## config.mk

```make
export PLATFORM = sky130hd
export DESIGN_NAME = ir_pulse_burst_modulator_flat
export DESIGN_NICKNAME = d
export VERILOG_FILES = /design/src/design/irmod_pkg.sv /design/src/design/deriv_if.sv /design/src/design/ir_pulse_burst_modulator.sv /design/src/flat_wrapper.sv
export SDC_FILE = /design/constraint.sdc
export NUM_CORES = 1
export LEC_CHECK = 0
export ABC_CLOCK_PERIOD_IN_PS = 3700
export BUFFER_PORTS_ARGS = -buffer_cell sky130_fd_sc_hd__buf_4
export CAP_MARGIN = 10
export CORE_MARGIN = 1
export CORE_UTILIZATION = 60
export DETAILED_ROUTE_END_ITERATION = 6
export PLACE_DENSITY = 0.8
export RECOVER_POWER = 25
export SETUP_SLACK_MARGIN = 0.2
export SLEW_MARGIN = 15
export SYNTH_ARGS = -nofsm -noshare
export SYNTH_HDL_FRONTEND = slang
export SYNTH_SLANG_ARGS = --single-unit
export TNS_END_PERCENT = 100
```

## constraint.sdc

```tcl
create_clock -name CLK_SYS -period 3.7 [get_ports CLK_SYS]
set_clock_uncertainty 0.1 [all_clocks]
set_input_delay 0.74 -clock CLK_SYS [delete_from_list [all_inputs] [get_ports CLK_SYS]]
set_output_delay 0.74 -clock CLK_SYS [all_outputs]
set_load 0.005 [all_outputs]
```

## src/design/irmod_pkg.sv

```systemverilog
package irmod_pkg;
    // selector codes for the modulator's registers
    localparam logic [2:0] SEL_ON_DURATION  = 3'h0;
    localparam logic [2:0] SEL_OFF_DURATION = 3'h1;
    localparam logic [2:0] SEL_COUNT_LOW    = 3'h2;
    localparam logic [2:0] SEL_CONTROL      = 3'h3;
    localparam logic [2:0] SEL_COUNT_HIGH   = 3'h4;

    // modulator_control field positions
    localparam int CTRL_CARRIER_ENABLE   = 0;
    localparam int CTRL_LONG_PULSE_MODE  = 1;
    localparam int CTRL_CONTINUOUS_TRAIN = 2;
    localparam int CTRL_IRQ_CLEAR        = 3;
    localparam int CTRL_WATCHDOG_RELOAD  = 4;
    localparam int CTRL_STORED_BITS      = 3;
    localparam logic [2:0] CTRL_RESET    = 3'h0;

    // widths and reset values
    localparam int DATA_W                = 8;
    localparam int COUNT_W               = 10;
    localparam int TIMER_W               = 9;
    localparam logic [7:0] REG_RESET     = 8'h00;
    localparam logic [9:0] COUNT_RESET   = 10'h000;
    localparam logic [8:0] TIMER_EXTRA   = 9'h001; // timer loads value+1, counts to 0: value+2 cycles
    localparam logic [1:0] CARRIER_START = 2'h0;

    // derivative transfer instructions
    typedef enum logic [1:0] {
        OP_WRITE = 2'h0,
        OP_READ  = 2'h1,
        OP_AND   = 2'h2,
        OP_OR    = 2'h3
    } deriv_op_t;

    // controller's own register map (software side of the core end)
    localparam logic [1:0] HOST_ACC    = 2'h0;
    localparam logic [1:0] HOST_CMD    = 2'h1;
    localparam logic [1:0] HOST_STATUS = 2'h2;
    localparam int HOST_CMD_OP_LSB     = 0;
    localparam int HOST_CMD_SEL_LSB    = 2;
    localparam int HOST_ST_IRQ         = 0;
    localparam int HOST_ST_BUSY        = 1;
endpackage : irmod_pkg

```

## src/design/deriv_if.sv

```systemverilog
`timescale 1ns/1ps
interface deriv_if;
    logic                 req;   // one-cycle instruction strobe
    irmod_pkg::deriv_op_t op;    // instruction kind
    logic [2:0]           sel;   // derivative_reg_select
    logic [7:0]           acc;   // accumulator value
    logic [7:0]           rdata; // register value, cycle after a read
    logic                 irq;   // completion interrupt level

    modport core (output req, output op, output sel, output acc, input rdata, input irq);
    modport modulator (input req, input op, input sel, input acc, output rdata, output irq);
endinterface : deriv_if

```

## src/design/ir_pulse_burst_modulator.sv

```systemverilog
// Operation
// - on register 00H: active value+2 cycles
// - off register 01H: inactive value+2 cycles
// - control bit 4 pulses watchdog clear
// - control bit 3 clears completion interrupt
// - bit 2: endless train, count ignored
// - bit 1: one pulse on times count
// - long pulse with carrier is modulated throughout
// - bit 0: quarter-clock carrier on active part
// - control bits 7..5 reserved, no function
// - write instruction stores accumulator into register
// - read instruction returns selected register
// - AND instruction: register AND accumulator stored
// - OR instruction: register OR accumulator stored
// - output high after reset
// - pulse train on one active-low pin
// - 10-bit count at 02H/04H, never zero
// - count load starts burst, on timer counts
// - each pulse end decrements, off then on
// - count zero raises interrupt; load/clear drops it
//
// Local design decision: the plain strobed port.
`timescale 1ns/1ps
module ir_pulse_burst_modulator (
    input  wire logic     CLK_SYS,
    input  wire logic     RST_N,
    deriv_if.modulator    DERIV,
    output logic          OUT_N,
    output logic          WDT_CLEAR
);

    typedef enum logic [2:0] {
        S_IDLE = 3'b001,
        S_ON   = 3'b010,
        S_OFF  = 3'b100
    } mod_state_t;

    logic [7:0]   on_q;
    logic [7:0]   off_q;
    logic [1:0]   hi_q;
    logic [9:0]   cnt_q;
    logic [9:0]   cnt_d;
    logic [2:0]   ctrl_q;
    logic [8:0]   timer_q;
    logic [8:0]   timer_d;
    logic [1:0]   phase_q;
    logic [1:0]   phase_d;
    mod_state_t   state_q;
    mod_state_t   state_d;
    logic         irq_q;
    logic [7:0]   rdata_q;
    logic [7:0]   cur_val;
    logic [7:0]   wr_val;
    logic         wr_en;
    logic         cnt_load;
    logic [9:0]   load_val;
    logic         burst_done;
    logic         carrier_low;

    // current contents of the selected register, as a read would see them
    always_comb begin
        case (DERIV.sel)
            irmod_pkg::SEL_ON_DURATION:  cur_val = on_q;
            irmod_pkg::SEL_OFF_DURATION: cur_val = off_q;
            irmod_pkg::SEL_COUNT_LOW:    cur_val = cnt_q[7:0];
            irmod_pkg::SEL_COUNT_HIGH:   cur_val = {6'h00, hi_q};
            irmod_pkg::SEL_CONTROL:      cur_val = {5'h00, ctrl_q};
            default:                     cur_val = 8'h00;
        endcase
    end

    // value a store instruction writes back; and/or act on the visible value
    always_comb begin
        case (DERIV.op)
            irmod_pkg::OP_AND: wr_val = cur_val & DERIV.acc;
            irmod_pkg::OP_OR:  wr_val = cur_val | DERIV.acc;
            default:           wr_val = DERIV.acc;
        endcase
    end

    assign wr_en    = DERIV.req && (DERIV.op != irmod_pkg::OP_READ);
    assign cnt_load = wr_en && (DERIV.sel == irmod_pkg::SEL_COUNT_LOW);
    // the high part must already be in place; a low-byte store launches the burst
    assign load_val = {hi_q, wr_val};

    // on, off and high-count storage
    always_ff @(posedge CLK_SYS) begin
        if (!RST_N) begin
            on_q  <= irmod_pkg::REG_RESET;
            off_q <= irmod_pkg::REG_RESET;
            hi_q  <= 2'h0;
        end else if (wr_en) begin
            if (DERIV.sel == irmod_pkg::SEL_ON_DURATION) begin
                on_q <= wr_val;
            end
            if (DERIV.sel == irmod_pkg::SEL_OFF_DURATION) begin
                off_q <= wr_val;
            end
            if (DERIV.sel == irmod_pkg::SEL_COUNT_HIGH) begin
                hi_q <= wr_val[1:0];
            end
        end
    end

    // control: only the three mode bits are kept, upper bits are not stored
    always_ff @(posedge CLK_SYS) begin
        if (!RST_N) begin
            ctrl_q <= irmod_pkg::CTRL_RESET;
        end else if (wr_en && DERIV.sel == irmod_pkg::SEL_CONTROL) begin
            ctrl_q <= wr_val[irmod_pkg::CTRL_STORED_BITS-1:0];
        end
    end

    // watchdog clear leaves as a one-cycle pulse, not stored
    always_ff @(posedge CLK_SYS) begin
        if (!RST_N) begin
            WDT_CLEAR <= 1'b0;
        end else begin
            WDT_CLEAR <= wr_en && DERIV.sel == irmod_pkg::SEL_CONTROL
                         && wr_val[irmod_pkg::CTRL_WATCHDOG_RELOAD];
        end
    end

    // read data stands in the cycle after the read only
    always_ff @(posedge CLK_SYS) begin
        if (!RST_N) begin
            rdata_q <= 8'h00;
        end else if (DERIV.req && DERIV.op == irmod_pkg::OP_READ) begin
            rdata_q <= cur_val;
        end else begin
            rdata_q <= 8'h00;
        end
    end

    // pulse engine next state
    always_comb begin
        state_d    = state_q;
        cnt_d      = cnt_q;
        timer_d    = (timer_q != 9'h000) ? 9'(timer_q - 9'h001) : timer_q;
        phase_d    = 2'(phase_q + 2'h1);
        burst_done = 1'b0;
        if (cnt_load) begin
            if (load_val != irmod_pkg::COUNT_RESET) begin
                // restart from scratch even mid-burst
                state_d = S_ON;
                cnt_d   = load_val;
                timer_d = 9'({1'b0, on_q} + irmod_pkg::TIMER_EXTRA);
                phase_d = irmod_pkg::CARRIER_START;
            end else begin
                // zero is illegal: stop quietly rather than run 1024 pulses
                state_d = S_IDLE;
                cnt_d   = irmod_pkg::COUNT_RESET;
            end
        end else begin
            case (state_q)
                S_ON: begin
                    if (timer_q == 9'h000) begin
                        if (!ctrl_q[irmod_pkg::CTRL_CONTINUOUS_TRAIN]) begin
                            cnt_d = 10'(cnt_q - 10'h001);
                        end
                        if (!ctrl_q[irmod_pkg::CTRL_CONTINUOUS_TRAIN] && cnt_q == 10'h001) begin
                            state_d    = S_IDLE;
                            burst_done = 1'b1;
                        end else if (ctrl_q[irmod_pkg::CTRL_LONG_PULSE_MODE]) begin
                            // stay active, carrier keeps running across the join
                            timer_d = 9'({1'b0, on_q} + irmod_pkg::TIMER_EXTRA);
                        end else begin
                            state_d = S_OFF;
                            timer_d = 9'({1'b0, off_q} + irmod_pkg::TIMER_EXTRA);
                        end
                    end
                end
                S_OFF: begin
                    if (timer_q == 9'h000) begin
                        state_d = S_ON;
                        timer_d = 9'({1'b0, on_q} + irmod_pkg::TIMER_EXTRA);
                        phase_d = irmod_pkg::CARRIER_START;
                    end
                end
                S_IDLE: begin
                    timer_d = 9'h000;
                end
                default: begin
                    state_d = S_IDLE;
                end
            endcase
        end
    end

    // engine registers
    always_ff @(posedge CLK_SYS) begin
        if (!RST_N) begin
            state_q <= S_IDLE;
            cnt_q   <= irmod_pkg::COUNT_RESET;
            timer_q <= 9'h000;
            phase_q <= irmod_pkg::CARRIER_START;
        end else begin
            state_q <= state_d;
            cnt_q   <= cnt_d;
            timer_q <= timer_d;
            phase_q <= phase_d;
        end
    end

    // carrier: phases 0,1 active and 2,3 released, i.e. a quarter of the clock
    assign carrier_low = ctrl_q[irmod_pkg::CTRL_CARRIER_ENABLE] && phase_d[1];

    // output pin taken from a flop so it never glitches
    always_ff @(posedge CLK_SYS) begin
        if (!RST_N) begin
            OUT_N <= 1'b1;
        end else begin
            OUT_N <= !(state_d == S_ON && !carrier_low);
        end
    end

    // completion flag: the burst end outranks a same-cycle clear
    always_ff @(posedge CLK_SYS) begin
        if (!RST_N) begin
            irq_q <= 1'b0;
        end else if (burst_done) begin
            irq_q <= 1'b1;
        end else if (cnt_load || (wr_en && DERIV.sel == irmod_pkg::SEL_CONTROL
                                  && wr_val[irmod_pkg::CTRL_IRQ_CLEAR])) begin
            irq_q <= 1'b0;
        end
    end

    assign DERIV.rdata = rdata_q;
    assign DERIV.irq   = irq_q;

endmodule : ir_pulse_burst_modulator

```

## src/flat_wrapper.sv

```systemverilog
// flat-port wrapper written by rule: the top's interface ports become plain ports
module ir_pulse_burst_modulator_flat 
  (CLK_SYS, RST_N, OUT_N, WDT_CLEAR, DERIV_req, DERIV_op, DERIV_sel, DERIV_acc, DERIV_rdata, DERIV_irq);
  deriv_if DERIV_i ();
  input  wire logic CLK_SYS;
  input  wire logic RST_N;
  output logic OUT_N;
  output logic WDT_CLEAR;
  input wire logic [$bits(DERIV_i.req)-1:0] DERIV_req;
  input wire logic [$bits(DERIV_i.op)-1:0] DERIV_op;
  input wire logic [$bits(DERIV_i.sel)-1:0] DERIV_sel;
  input wire logic [$bits(DERIV_i.acc)-1:0] DERIV_acc;
  output wire logic [$bits(DERIV_i.rdata)-1:0] DERIV_rdata;
  output wire logic [$bits(DERIV_i.irq)-1:0] DERIV_irq;
  assign DERIV_i.req = DERIV_req;
  assign DERIV_i.op = DERIV_op;
  assign DERIV_i.sel = DERIV_sel;
  assign DERIV_i.acc = DERIV_acc;
  assign DERIV_rdata = DERIV_i.rdata;
  assign DERIV_irq = DERIV_i.irq;
  ir_pulse_burst_modulator u_core (.CLK_SYS(CLK_SYS), .RST_N(RST_N), .DERIV(DERIV_i), .OUT_N(OUT_N), .WDT_CLEAR(WDT_CLEAR));
endmodule
```

==> flow_summary_export.csv, run 1 <==
group,metric,value,unit
synthesis,yosys_warnings,0,
worst_hold_path,holdCritPathClass,"register to register",
power_and_ir_drop,leakagePower,1.53,nW
critical_path,worstPathMaxFanout,16,
global_routing,antenna_found_initial,0,
route,avgViaCountPerCell,6.48,
critical_path,r2r.worst_path.cells,9,
clock_network,ctsHtreeMaxLevel,2,
sta,finalSetupViolations,0,
global_routing,grt-ovfl-total,0,
global_routing,met2_usage,51.1,%
critical_path,cpMaxStageDelayCell,"mux4_2",
critical_path,crit_path_max_incr_delay,0.54,ns
power_and_ir_drop,vdd_drop_max,199,uV
sta,finalMaxSlewViolations,38,
sta,rsz0062_at_grt,"false",
clock_network,clkTransAtPathRegs,0.11,ns
floorplanning,core_area,5540,um^2
power_and_ir_drop,switchingPower,0.320,mW
route,dr.pass1.iters,5,
finish,area.growth.synth_to_final,9.81,%
clock_network,clock_path_buffers,2,
floorplanning,chipWidth,78.2,um
route,ant_nets,0,
synthesis,synth_flop_cell,"dfxtp_1",
critical_path,cp_cell_sequence,"buf_4, mux4_2, a221oi_1, nor2_1, a211oi_2, nand4_2, a21oi_1, o221ai_1",
route,wl,9.45,mm
global_routing,grt_pass1_wl,15.3,mm
global_routing,grt_max_degree,38,
power_and_ir_drop,p_int,0.881,mW
sta,final_hold_viol_count,0,
synthesis,synth.yosys.seq_area_share,32.2,%
sta,fmax,327,MHz
critical_path,timing.rr.end,"u_core.timer_q[8]",
critical_path,worst-path-buf-inv,1,
sta,fin_crit_sh,82.7,%
synthesis,synth_cells,419,
job,cap_violations,1,
power_and_ir_drop,power,1.20,mW
critical_path,cp-end-kind,"register",
critical_path,cp_num_cells,8,
floorplanning,io-pin-count,27,
placement,dpl-instance-area,3720,um^2
clock_network,cts_resized,0,
synthesis,ys_seq_elements,56,
sta,whs,0.380,ns
critical_path,endpoint,"u_core.timer_q[2]",
critical_path,crit_family,"compound AO/OA/AOI/OAI gates",
floorplanning,dieHeight,78.2,um
power_and_ir_drop,pwr-share-clk,34.7,%
synthesis,synth_cell_types,65,
floorplanning,dieArea,6110,um^2
clock_network,cts_setup_buffers,0,
clock_network,cts_root_buf,"clkbuf_8",
synthesis,synth_edf_count,0,
synthesis,syn-cell-area,3480,um^2
finish,drive_above_1_share,13.9,%
global_routing,use_met1,42.4,%
outcome,failed_checks,"capacitance limit, slew limit",
critical_path,critPathKind,"input pin to register",
placement,port_buffers,26,
route,drc,0,
critical_path,crit_arrival,3.15,ns
power_and_ir_drop,swShare,26.7,%
finish,antenna_cells,0,
route,drtIter0Drc,241,
placement,place_congestion,0.924,
critical_path,cp-startpoint,"DERIV_sel[0]",
sta,worst_pin_slew,1.65,ns
clock_network,clock_latency,0.31,ns
global_routing,grt_util_all_layers,32.1,%
global_routing,busiest_layer,"met2",
sta,max_slew_margin,-9.98,%
outcome,status,"complete, but fails checks",
power_and_ir_drop,powerDensity,314,nW/um^2
critical_path,reg2reg_slack,0.80,ns
critical_path,r2r_start,"u_core.timer_q[0]",
route,num_vias,3313,
global_routing,met3_usage,6.05,%
synthesis,ys_async_sr_fraction,0,%
route,wl_per_cell,18.5,um
clock_network,cts_tree,"built",
finish,final_nets,459,
power_and_ir_drop,comb_power_share,13.3,%
global_routing,grt_pass1_vias,3164,
placement,dpl.hpwl,6.98,mm
synthesis,syn_nets,440,
critical_path,crit_required,3.79,ns
clock_network,cts_buffers,5,
power_and_ir_drop,share_seq_of_total_power,52.1,%
sta,fin_crit,3.06,ns
sta,fin_setup_tns,0,ns
critical_path,critPathLaunchType,"input pin",
clock_network,clock-sinks,56,
floorplanning,initial_core_util,62.9,%
synthesis,avgSynthCellArea,8.31,um^2
floorplanning,rows,27,
finish,stdcell_area,3820,um^2
clock_network,postCtsHoldBufs,0,
## cell usage after synthesis, drive strengths merged (2+ instances only)
| master | n | area, um^2 |
|---|---|---|
| buf | 6 | 45.0 |
| a2bb2oi | 5 | 43.8 |
| nor3 | 10 | 50.1 |
| o21ai | 29 | 149 |
| xor2 | 10 | 87.6 |
| o22a | 2 | 17.5 |
| or2 | 2 | 12.5 |
| ha | 5 | 62.6 |
| o21a | 3 | 22.5 |
| or4 | 3 | 26.3 |
| dfxtp | 56 | 1120 |
| o211a | 5 | 50.1 |
| mux2i | 20 | 200 |
| a221oi | 2 | 23.8 |
| or3 | 6 | 37.5 |
| nor4b | 2 | 17.5 |
| and3 | 6 | 37.5 |
| nor4 | 10 | 90.1 |
| a31oi | 2 | 27.5 |
| nor4bb | 2 | 20.0 |
| a21oi | 19 | 95.1 |
| clkbuf | 15 | 57.6 |
| nand3 | 12 | 60.1 |
| o221ai | 7 | 67.6 |
| nor2 | 41 | 156 |
| xnor2 | 17 | 149 |
| nand2 | 41 | 156 |
| a211oi | 8 | 65.1 |
| o211ai | 4 | 30.0 |
| inv | 11 | 41.3 |
| nand2b | 4 | 25.0 |
| and2 | 11 | 68.8 |
| mux4 | 2 | 45.0 |
| a211o | 4 | 35.0 |
| nand4 | 6 | 43.8 |
| or3b | 2 | 17.5 |
| or4b | 2 | 20.0 |
| mux2 | 4 | 45.0 |
| nor2b | 14 | 87.6 |
## power by group through the flow
stage                     Clock, mW  Combinational [mW]  Sequential (mW)
final                         0.416               0.159            0.625
after global routing          0.448               0.171            0.627
after CTS                     0.423               0.155            0.625
after detailed placement          0               0.154            0.639
after global placement            0               0.151            0.638
after floorplan                   0               0.111            0.634
## layer usage
metal | share of wire (%) | vias up
met5 | 0 | -
li1 | - | 1565
met4 | 2.8 | 0
met2 | 46 | 151
met3 | 8.0 | 26
met1 | 43 | 1571
## cell usage in the layout (no fill, tap or decap), types with 5 or more instances in the layout
master,netlist,layout
a211oi_1,7,7
a21oi_1,19,19
a2bb2oi_1,5,5
and2_1,10,10
and3_1,6,6
buf_4,1,21
clkbuf_4,0,9
clkbuf_8,0,5
dfxtp_1,56,56
ha_1,5,5
inv_1,11,11
mux2i_1,20,20
nand2_1,40,40
nand3_1,12,12
nand4_1,5,5
nor2_1,40,40
nor2b_1,14,14
nor3_1,10,10
nor4_1,7,6
o211a_1,5,5
o21ai_0,26,26
o221ai_1,6,6
or3_1,6,6
xnor2_1,17,17
xor2_1,10,10
## state kept, by name, indices dropped and copies added (netlist names), 3 cells and up
name,cells
u_core.DERIV.rdata,8
u_core.cnt_q,10
u_core.ctrl_q,3
u_core.off_q,8
u_core.on_q,8
u_core.state_q,3
u_core.timer_q,9
## through the flow
stage / cells / utilization [%] / setup slack (ns)
3_5_place_dp: 503 / 67.2 / 0.342
6_report: 511 / 69.0 / 0.640
5_1_grt: 511 / 69.0 / 0.443
3_3_place_gp: 503 / 67.2 / 0.447
2_1_floorplan: 419 / - / 0.842
4_1_cts: 511 / 69.2 / 0.669
## kinds of logic after synthesis
logic type / after synthesis / share of synthesized area [%]
buffers and inverters: 32 / 4.13
xor gates and xnor gates: 27 / 6.79
muxes: 26 / 8.33
DFF: 56 / 32.2
and+or+nand+nor: 177 / 27.3
AOI/OAI and AO/OA: 96 / 19.4
adders and majority gates: 5 / 1.80
## layout make-up
class / instances / area, um^2
clock buffers: 6 / 72.6
clock inverters: 2 / 38.8
fillers: 448 / 1720
inverters: 11 / 41.3
multi-input cells: 331 / 2220
flip-flops and latches: 56 / 1120
well taps: 72 / 90.1
repair buffers: 33 / 236
## how the worst min path moves through the flow
stage,slack [ns],startpoint,depth (start not counted),to
2_1_floorplan,0.33,u_core.phase_q[0],1,u_core.phase_q[0]
3_3_place_gp,0.35,u_core.phase_q[0],1,u_core.phase_q[0]
3_5_place_dp,0.36,u_core.phase_q[0],1,u_core.phase_q[0]
4_1_cts,0.38,u_core.phase_q[0],1,u_core.phase_q[0]
5_1_grt,0.40,u_core.phase_q[0],1,u_core.phase_q[0]
6_report,0.38,u_core.phase_q[0],1,u_core.phase_q[0]
Power figures use the tool's default switching activity.
==> run 2: changes to the inputs <==
Settings changed: ABC_CLOCK_PERIOD_IN_PS 3700 to 3150.
Clock period 3.7 ns to 3.15 ns, I/O delays scaled along.
==> flow_summary_export.csv, run 2 (synthesis results as in run 1) <==
group,metric,value,unit
floorplanning,core_area,5540,um^2
finish,antenna_cells,0,
critical_path,crit_required,3.25,ns
floorplanning,initial_core_util,62.9,%
sta,max_slew_margin,-2.55,%
route,dr.pass1.iters,5,
global_routing,grt_max_degree,38,
finish,fill_cells,459,
route,ant_nets,0,
clock_network,cts_root_buf,"clkbuf_8",
worst_hold_path,holdPathStages,1,
sta,fin_setup_tns,0,ns
power_and_ir_drop,vdd_drop_max,289,uV
route,drc,0,
finish,multi_input_area,2230,um^2
route,wl_met1,4.29,mm
critical_path,crit_arrival,2.89,ns
critical_path,crit_path_max_incr_delay,0.58,ns
sta,finalMaxSlewViolations,38,
sta,worst_pin_slew,1.54,ns
global_routing,grt-ovfl-total,0,
global_routing,grt_pass1_wl,15.4,mm
sta,finalSetupViolations,0,
placement,dpl.hpwl,7.05,mm
critical_path,crit_family,"simple AND/OR/NAND/NOR gates",
placement,pre_cts_slack,0.142,ns
clock_network,clock-sinks,56,
finish,final_common_cell,"dfxtp_1",
finish,final_cell_mix,"dfxtp_1, nor2_1, nand2_1, buf_4, o21ai_0",
finish,area.growth.synth_to_final,12.0,%
floorplanning,io-pin-count,27,
route,wl,9.54,mm
finish,drive_above_1_share,16.9,%
critical_path,worstPathMaxFanout,9,
sta,setup_ws,0.360,ns
route,num_vias,3348,
floorplanning,dieArea,6110,um^2
sta,fin_crit_sh,88.6,%
clock_network,clock_latency,0.32,ns
floorplanning,chipWidth,78.2,um
finish,fin_cells,521,
critical_path,worst-path-buf-inv,0,
placement,place_congestion,1.00,
clock_network,clock_path_buffers,2,
clock_network,ctsHtreeMaxLevel,2,
finish,largest_reg_flops,10,
clock_network,clkTransAtPathRegs,0.11,ns
critical_path,reg2reg_slack,0.36,ns
finish,regArea,1120,um^2
route,wl_met2,4.36,mm
route,wl_per_cell,18.3,um
route,top_layer_used,"met4",
critical_path,cp_cell_sequence,"ha_1, or4b_2, or4_4, nand2_2, o21a_1, nor3_1, a21oi_1, o221ai_1",
power_and_ir_drop,powerDensity,348,nW/um^2
route,drtIter0Drc,345,
placement,port_buffers,26,
global_routing,antenna_found_initial,0,
route,wl_met3,741,um
job,cap_violations,1,
critical_path,timing.rr.end,"u_core.timer_q[2]",
global_routing,grt_util_all_layers,32.4,%
power_and_ir_drop,leakagePower,1.58,nW
outcome,failed_checks,"capacitance limit, slew limit",
floorplanning,dieHeight,78.2,um
route,avgViaCountPerCell,6.43,
finish,reg_top3,"u_core.cnt_q: 10 flops, u_core.timer_q: 9 flops",
sta,final_hold_viol_count,0,
worst_hold_path,min_to,"u_core.phase_q[0]",
global_routing,grt_pass1_vias,2996,
finish,final_nets,469,
worst_hold_path,holdCritPathClass,"register to register",
sta,rsz0062_at_grt,"false",
critical_path,critPathKind,"register to register",
critical_path,cpMaxStageDelayCell,"or4b_2",
critical_path,critPathLaunchType,"register",
critical_path,r2r.worst_path.cells,8,
placement,place_inst,511,
clock_network,cts_tree,"built",
finish,top_register,"u_core.cnt_q",
clock_network,cts_buffers,5,
outcome,status,"complete, but fails checks",
floorplanning,rows,27,
sta,fmax,358,MHz
worst_hold_path,hp-start,"u_core.phase_q[0]",
critical_path,r2r_start,"u_core.cnt_q[0]",
sta,fin_crit,2.79,ns
critical_path,cp-end-kind,"register",
[run 2: timing repair]
| item | 4_1_cts | 5_1_grt |
|---|---|---|
| hold buffers | 0 | 0 |
| resized for setup | 0 | 2 |
| setup buffers | 0 | 2 |
| endpoints found under the setup margin | 0 | 7 |
| hold endpoints to repair | 0 | 0 |
[run 2: through the flow]
stage	util, %	instance area (um^2)	hold slack, ns	power [mW]
3_5_place_dp	68.3	3780	0.359	0.940
2_1_floorplan	-	3480	0.334	0.875
4_1_cts	70.1	3880	0.375	1.35
3_3_place_gp	68.3	3780	0.344	0.937
6_report	70.4	3900	0.374	1.36
5_1_grt	70.4	3900	0.384	1.41
[run 2: per-layer routing]
| layer | GRT usage, % | up-vias |
|---|---|---|
| li1 | - | 1578 |
| met1 | 45.0 | 1599 |
| met2 | 50.9 | 156 |
| met3 | 5.81 | 15 |
| met4 | 10.0 | 0 |
| met5 | 0 | - |
[run 2: final cells by class]
class                   instances  share of cell area [%]
well taps                      72                    2.31
inverters                      11                    1.06
clock buffers                   5                    1.76
multi-input cells             331                    57.2
clock inverters                 3                   0.706
flip-flops and latches         56                    28.7
repair buffers                 43                    8.18
[run 2: worst max-delay path by stage]
stage,startpoint,end,slack (ns),cells past startpoint
6_report,u_core.cnt_q[0],u_core.timer_q[2],0.36,8
2_1_floorplan,DERIV_sel[0],u_core.timer_q[7],0.40,9
3_3_place_gp,DERIV_sel[0],u_core.timer_q[4],0.25,9
3_5_place_dp,DERIV_sel[0],u_core.timer_q[4],0.14,9
4_1_cts,u_core.cnt_q[0],u_core.timer_q[5],0.23,8
5_1_grt,u_core.timer_q[0],u_core.timer_q[8],0.22,9
[run 2: report_power, final]
group | leakage [nW] | internal (mW) | switching (mW)
clock | 0.0463 | 0.164 | 0.263
sequential | 0.453 | 0.719 | 0.0147
combinational | 1.08 | 0.0821 | 0.116
==> run 3: changes to the inputs <==
Settings changed: CORE_UTILIZATION 60 to 51, PLACE_DENSITY 0.8 to 0.69.
==> flow_summary_export.csv, run 3 (synthesis results as in run 1) <==
group,metric,value,unit
floorplanning,chipWidth,84.6,um
critical_path,crit_arrival,2.96,ns
critical_path,cp-end-kind,"register",
clock_network,clock-sinks,56,
power_and_ir_drop,powerDensity,341,nW/um^2
floorplanning,rows,29,
job,cap_violations,1,
sta,fin_setup_tns,0,ns
route,drc,0,
clock_network,cts_tree,"built",
finish,drive_above_1_share,17.9,%
outcome,failed_checks,"capacitance limit, slew limit",
sta,finalMaxSlewViolations,38,
finish,final_cell_mix,"dfxtp_1, nor2_1, nand2_1, buf_4, o21ai_0",
global_routing,grt_pass1_vias,3086,
global_routing,grt_max_degree,38,
power_and_ir_drop,power,1.34,mW
clock_network,cts_buffers,5,
finish,final_common_cell,"dfxtp_1",
global_routing,antenna_found_initial,0,
clock_network,cts_root_buf,"clkbuf_8",
placement,place_inst,519,
clock_network,ctsHtreeMaxLevel,2,
finish,top_register,"u_core.cnt_q",
critical_path,worstPathMaxFanout,9,
placement,pre_cts_slack,0.0305,ns
finish,fin_cells,529,
global_routing,grt_util_all_layers,28.1,%
critical_path,critPathLaunchType,"register",
clock_network,postCtsHoldBufs,0,
sta,fin_crit_sh,90.0,%
clock_network,clock_path_buffers,2,
sta,finalSetupViolations,0,
placement,place_congestion,0.899,
finish,final_nets,472,
placement,port_buffers,26,
route,wl,9.66,mm
finish,largest_reg_flops,10,
sta,worst_pin_slew,1.54,ns
clock_network,clkTransAtPathRegs,0.11,ns
floorplanning,dieHeight,84.6,um
sta,fin_crit,2.83,ns
floorplanning,dieArea,7160,um^2
floorplanning,initial_core_util,53.9,%
sta,setup_ws,0.316,ns
finish,regArea,1120,um^2
critical_path,critPathKind,"register to register",
power_and_ir_drop,vdd_drop_max,213,uV
worst_hold_path,holdCritPathClass,"register to register",
critical_path,crit_required,3.28,ns
sta,max_slew_margin,-2.64,%
route,num_vias,3259,
sta,final_hold_viol_count,0,
route,avgViaCountPerCell,6.16,
floorplanning,io-pin-count,27,
route,ant_nets,0,
outcome,status,"complete, but fails checks",
route,wl_per_cell,18.3,um
finish,area.growth.synth_to_final,13.0,%
sta,rsz0062_at_grt,"false",
route,dr.pass1.iters,6,
finish,reg_top3,"u_core.cnt_q: 10 flops, u_core.timer_q: 9 flops",
power_and_ir_drop,leakagePower,1.59,nW
global_routing,grt_pass1_wl,15.8,mm
placement,dpl.hpwl,7.29,mm
finish,multi_input_area,2250,um^2
finish,fill_cells,613,
route,drtIter0Drc,242,
floorplanning,core_area,6460,um^2
finish,antenna_cells,0,
sta,fmax,353,MHz
global_routing,grt-ovfl-total,0,
clock_network,clock_latency,0.32,ns
## run 3: path summary, 6_finish.rpt
| check | from | to | slack (ns) | cells past startpoint |
|---|---|---|---|---|
| worst max-delay path | u_core.cnt_q[0] | u_core.timer_q[4] | 0.32 | 8 |
| worst min-delay path | u_core.phase_q[0] | u_core.phase_q[0] | 0.37 | 1 |
| worst max register to register | u_core.cnt_q[0] | u_core.timer_q[4] | 0.32 | 8 |
| worst min register to register | u_core.phase_q[0] | u_core.phase_q[0] | 0.37 | 1 |
## run 3: worst max-delay path: stages, from the launching register on
cell,delay [ns]
dfxtp_1,0.48
ha_1,0.19
or4b_2,0.58
or4_4,0.53
a31oi_4,0.19
o21a_1,0.14
o21ai_2,0.09
a21o_1,0.27
o221ai_2,0.17
## run 3: per-stage QoR
step | hold slack (ns) | util [%] | cell area [um^2]
2_1_floorplan | 0.334 | - | 3480
3_3_place_gp | 0.345 | 59.0 | 3810
3_5_place_dp | 0.355 | 59.0 | 3810
4_1_cts | 0.371 | 60.5 | 3910
5_1_grt | 0.385 | 60.9 | 3940
6_report | 0.368 | 60.9 | 3940
## run 3: power by group
part           total, mW  internal (mW)  switching [mW]
Clock              0.408          0.159           0.250
Combinational      0.202         0.0843           0.117
Sequential         0.733          0.719          0.0141
## run 3: routing by layer
layer | vias up | part of all wire, % | global-route usage (%)
met2 | 112 | 46 | 44.4
met3 | 22 | 6.6 | 3.44
li1 | 1583 | - | -
met1 | 1542 | 45 | 39.5
met5 | - | 0 | 0
met4 | 0 | 3.0 | 10.0
## run 3: repair_timing
| action | in CTS | in global routing |
|---|---|---|
| endpoints found under the setup margin | 4 | 8 |
| gates resized for setup | 1 | 4 |
| pin swaps | 0 | 1 |
| setup buffers | 0 | 2 |
| cloned | 0 | 0 |
## run 3: area by class of cell
type / instances / share of cell area (%)
Tap cell: 77 / 2.45
Timing Repair Buffer: 46 / 8.59
Multi-Input combinational cell: 331 / 57.1
Clock buffer: 5 / 1.75
Sequential cell: 56 / 28.5
Clock inverter: 3 / 0.541
Inverter: 11 / 1.05
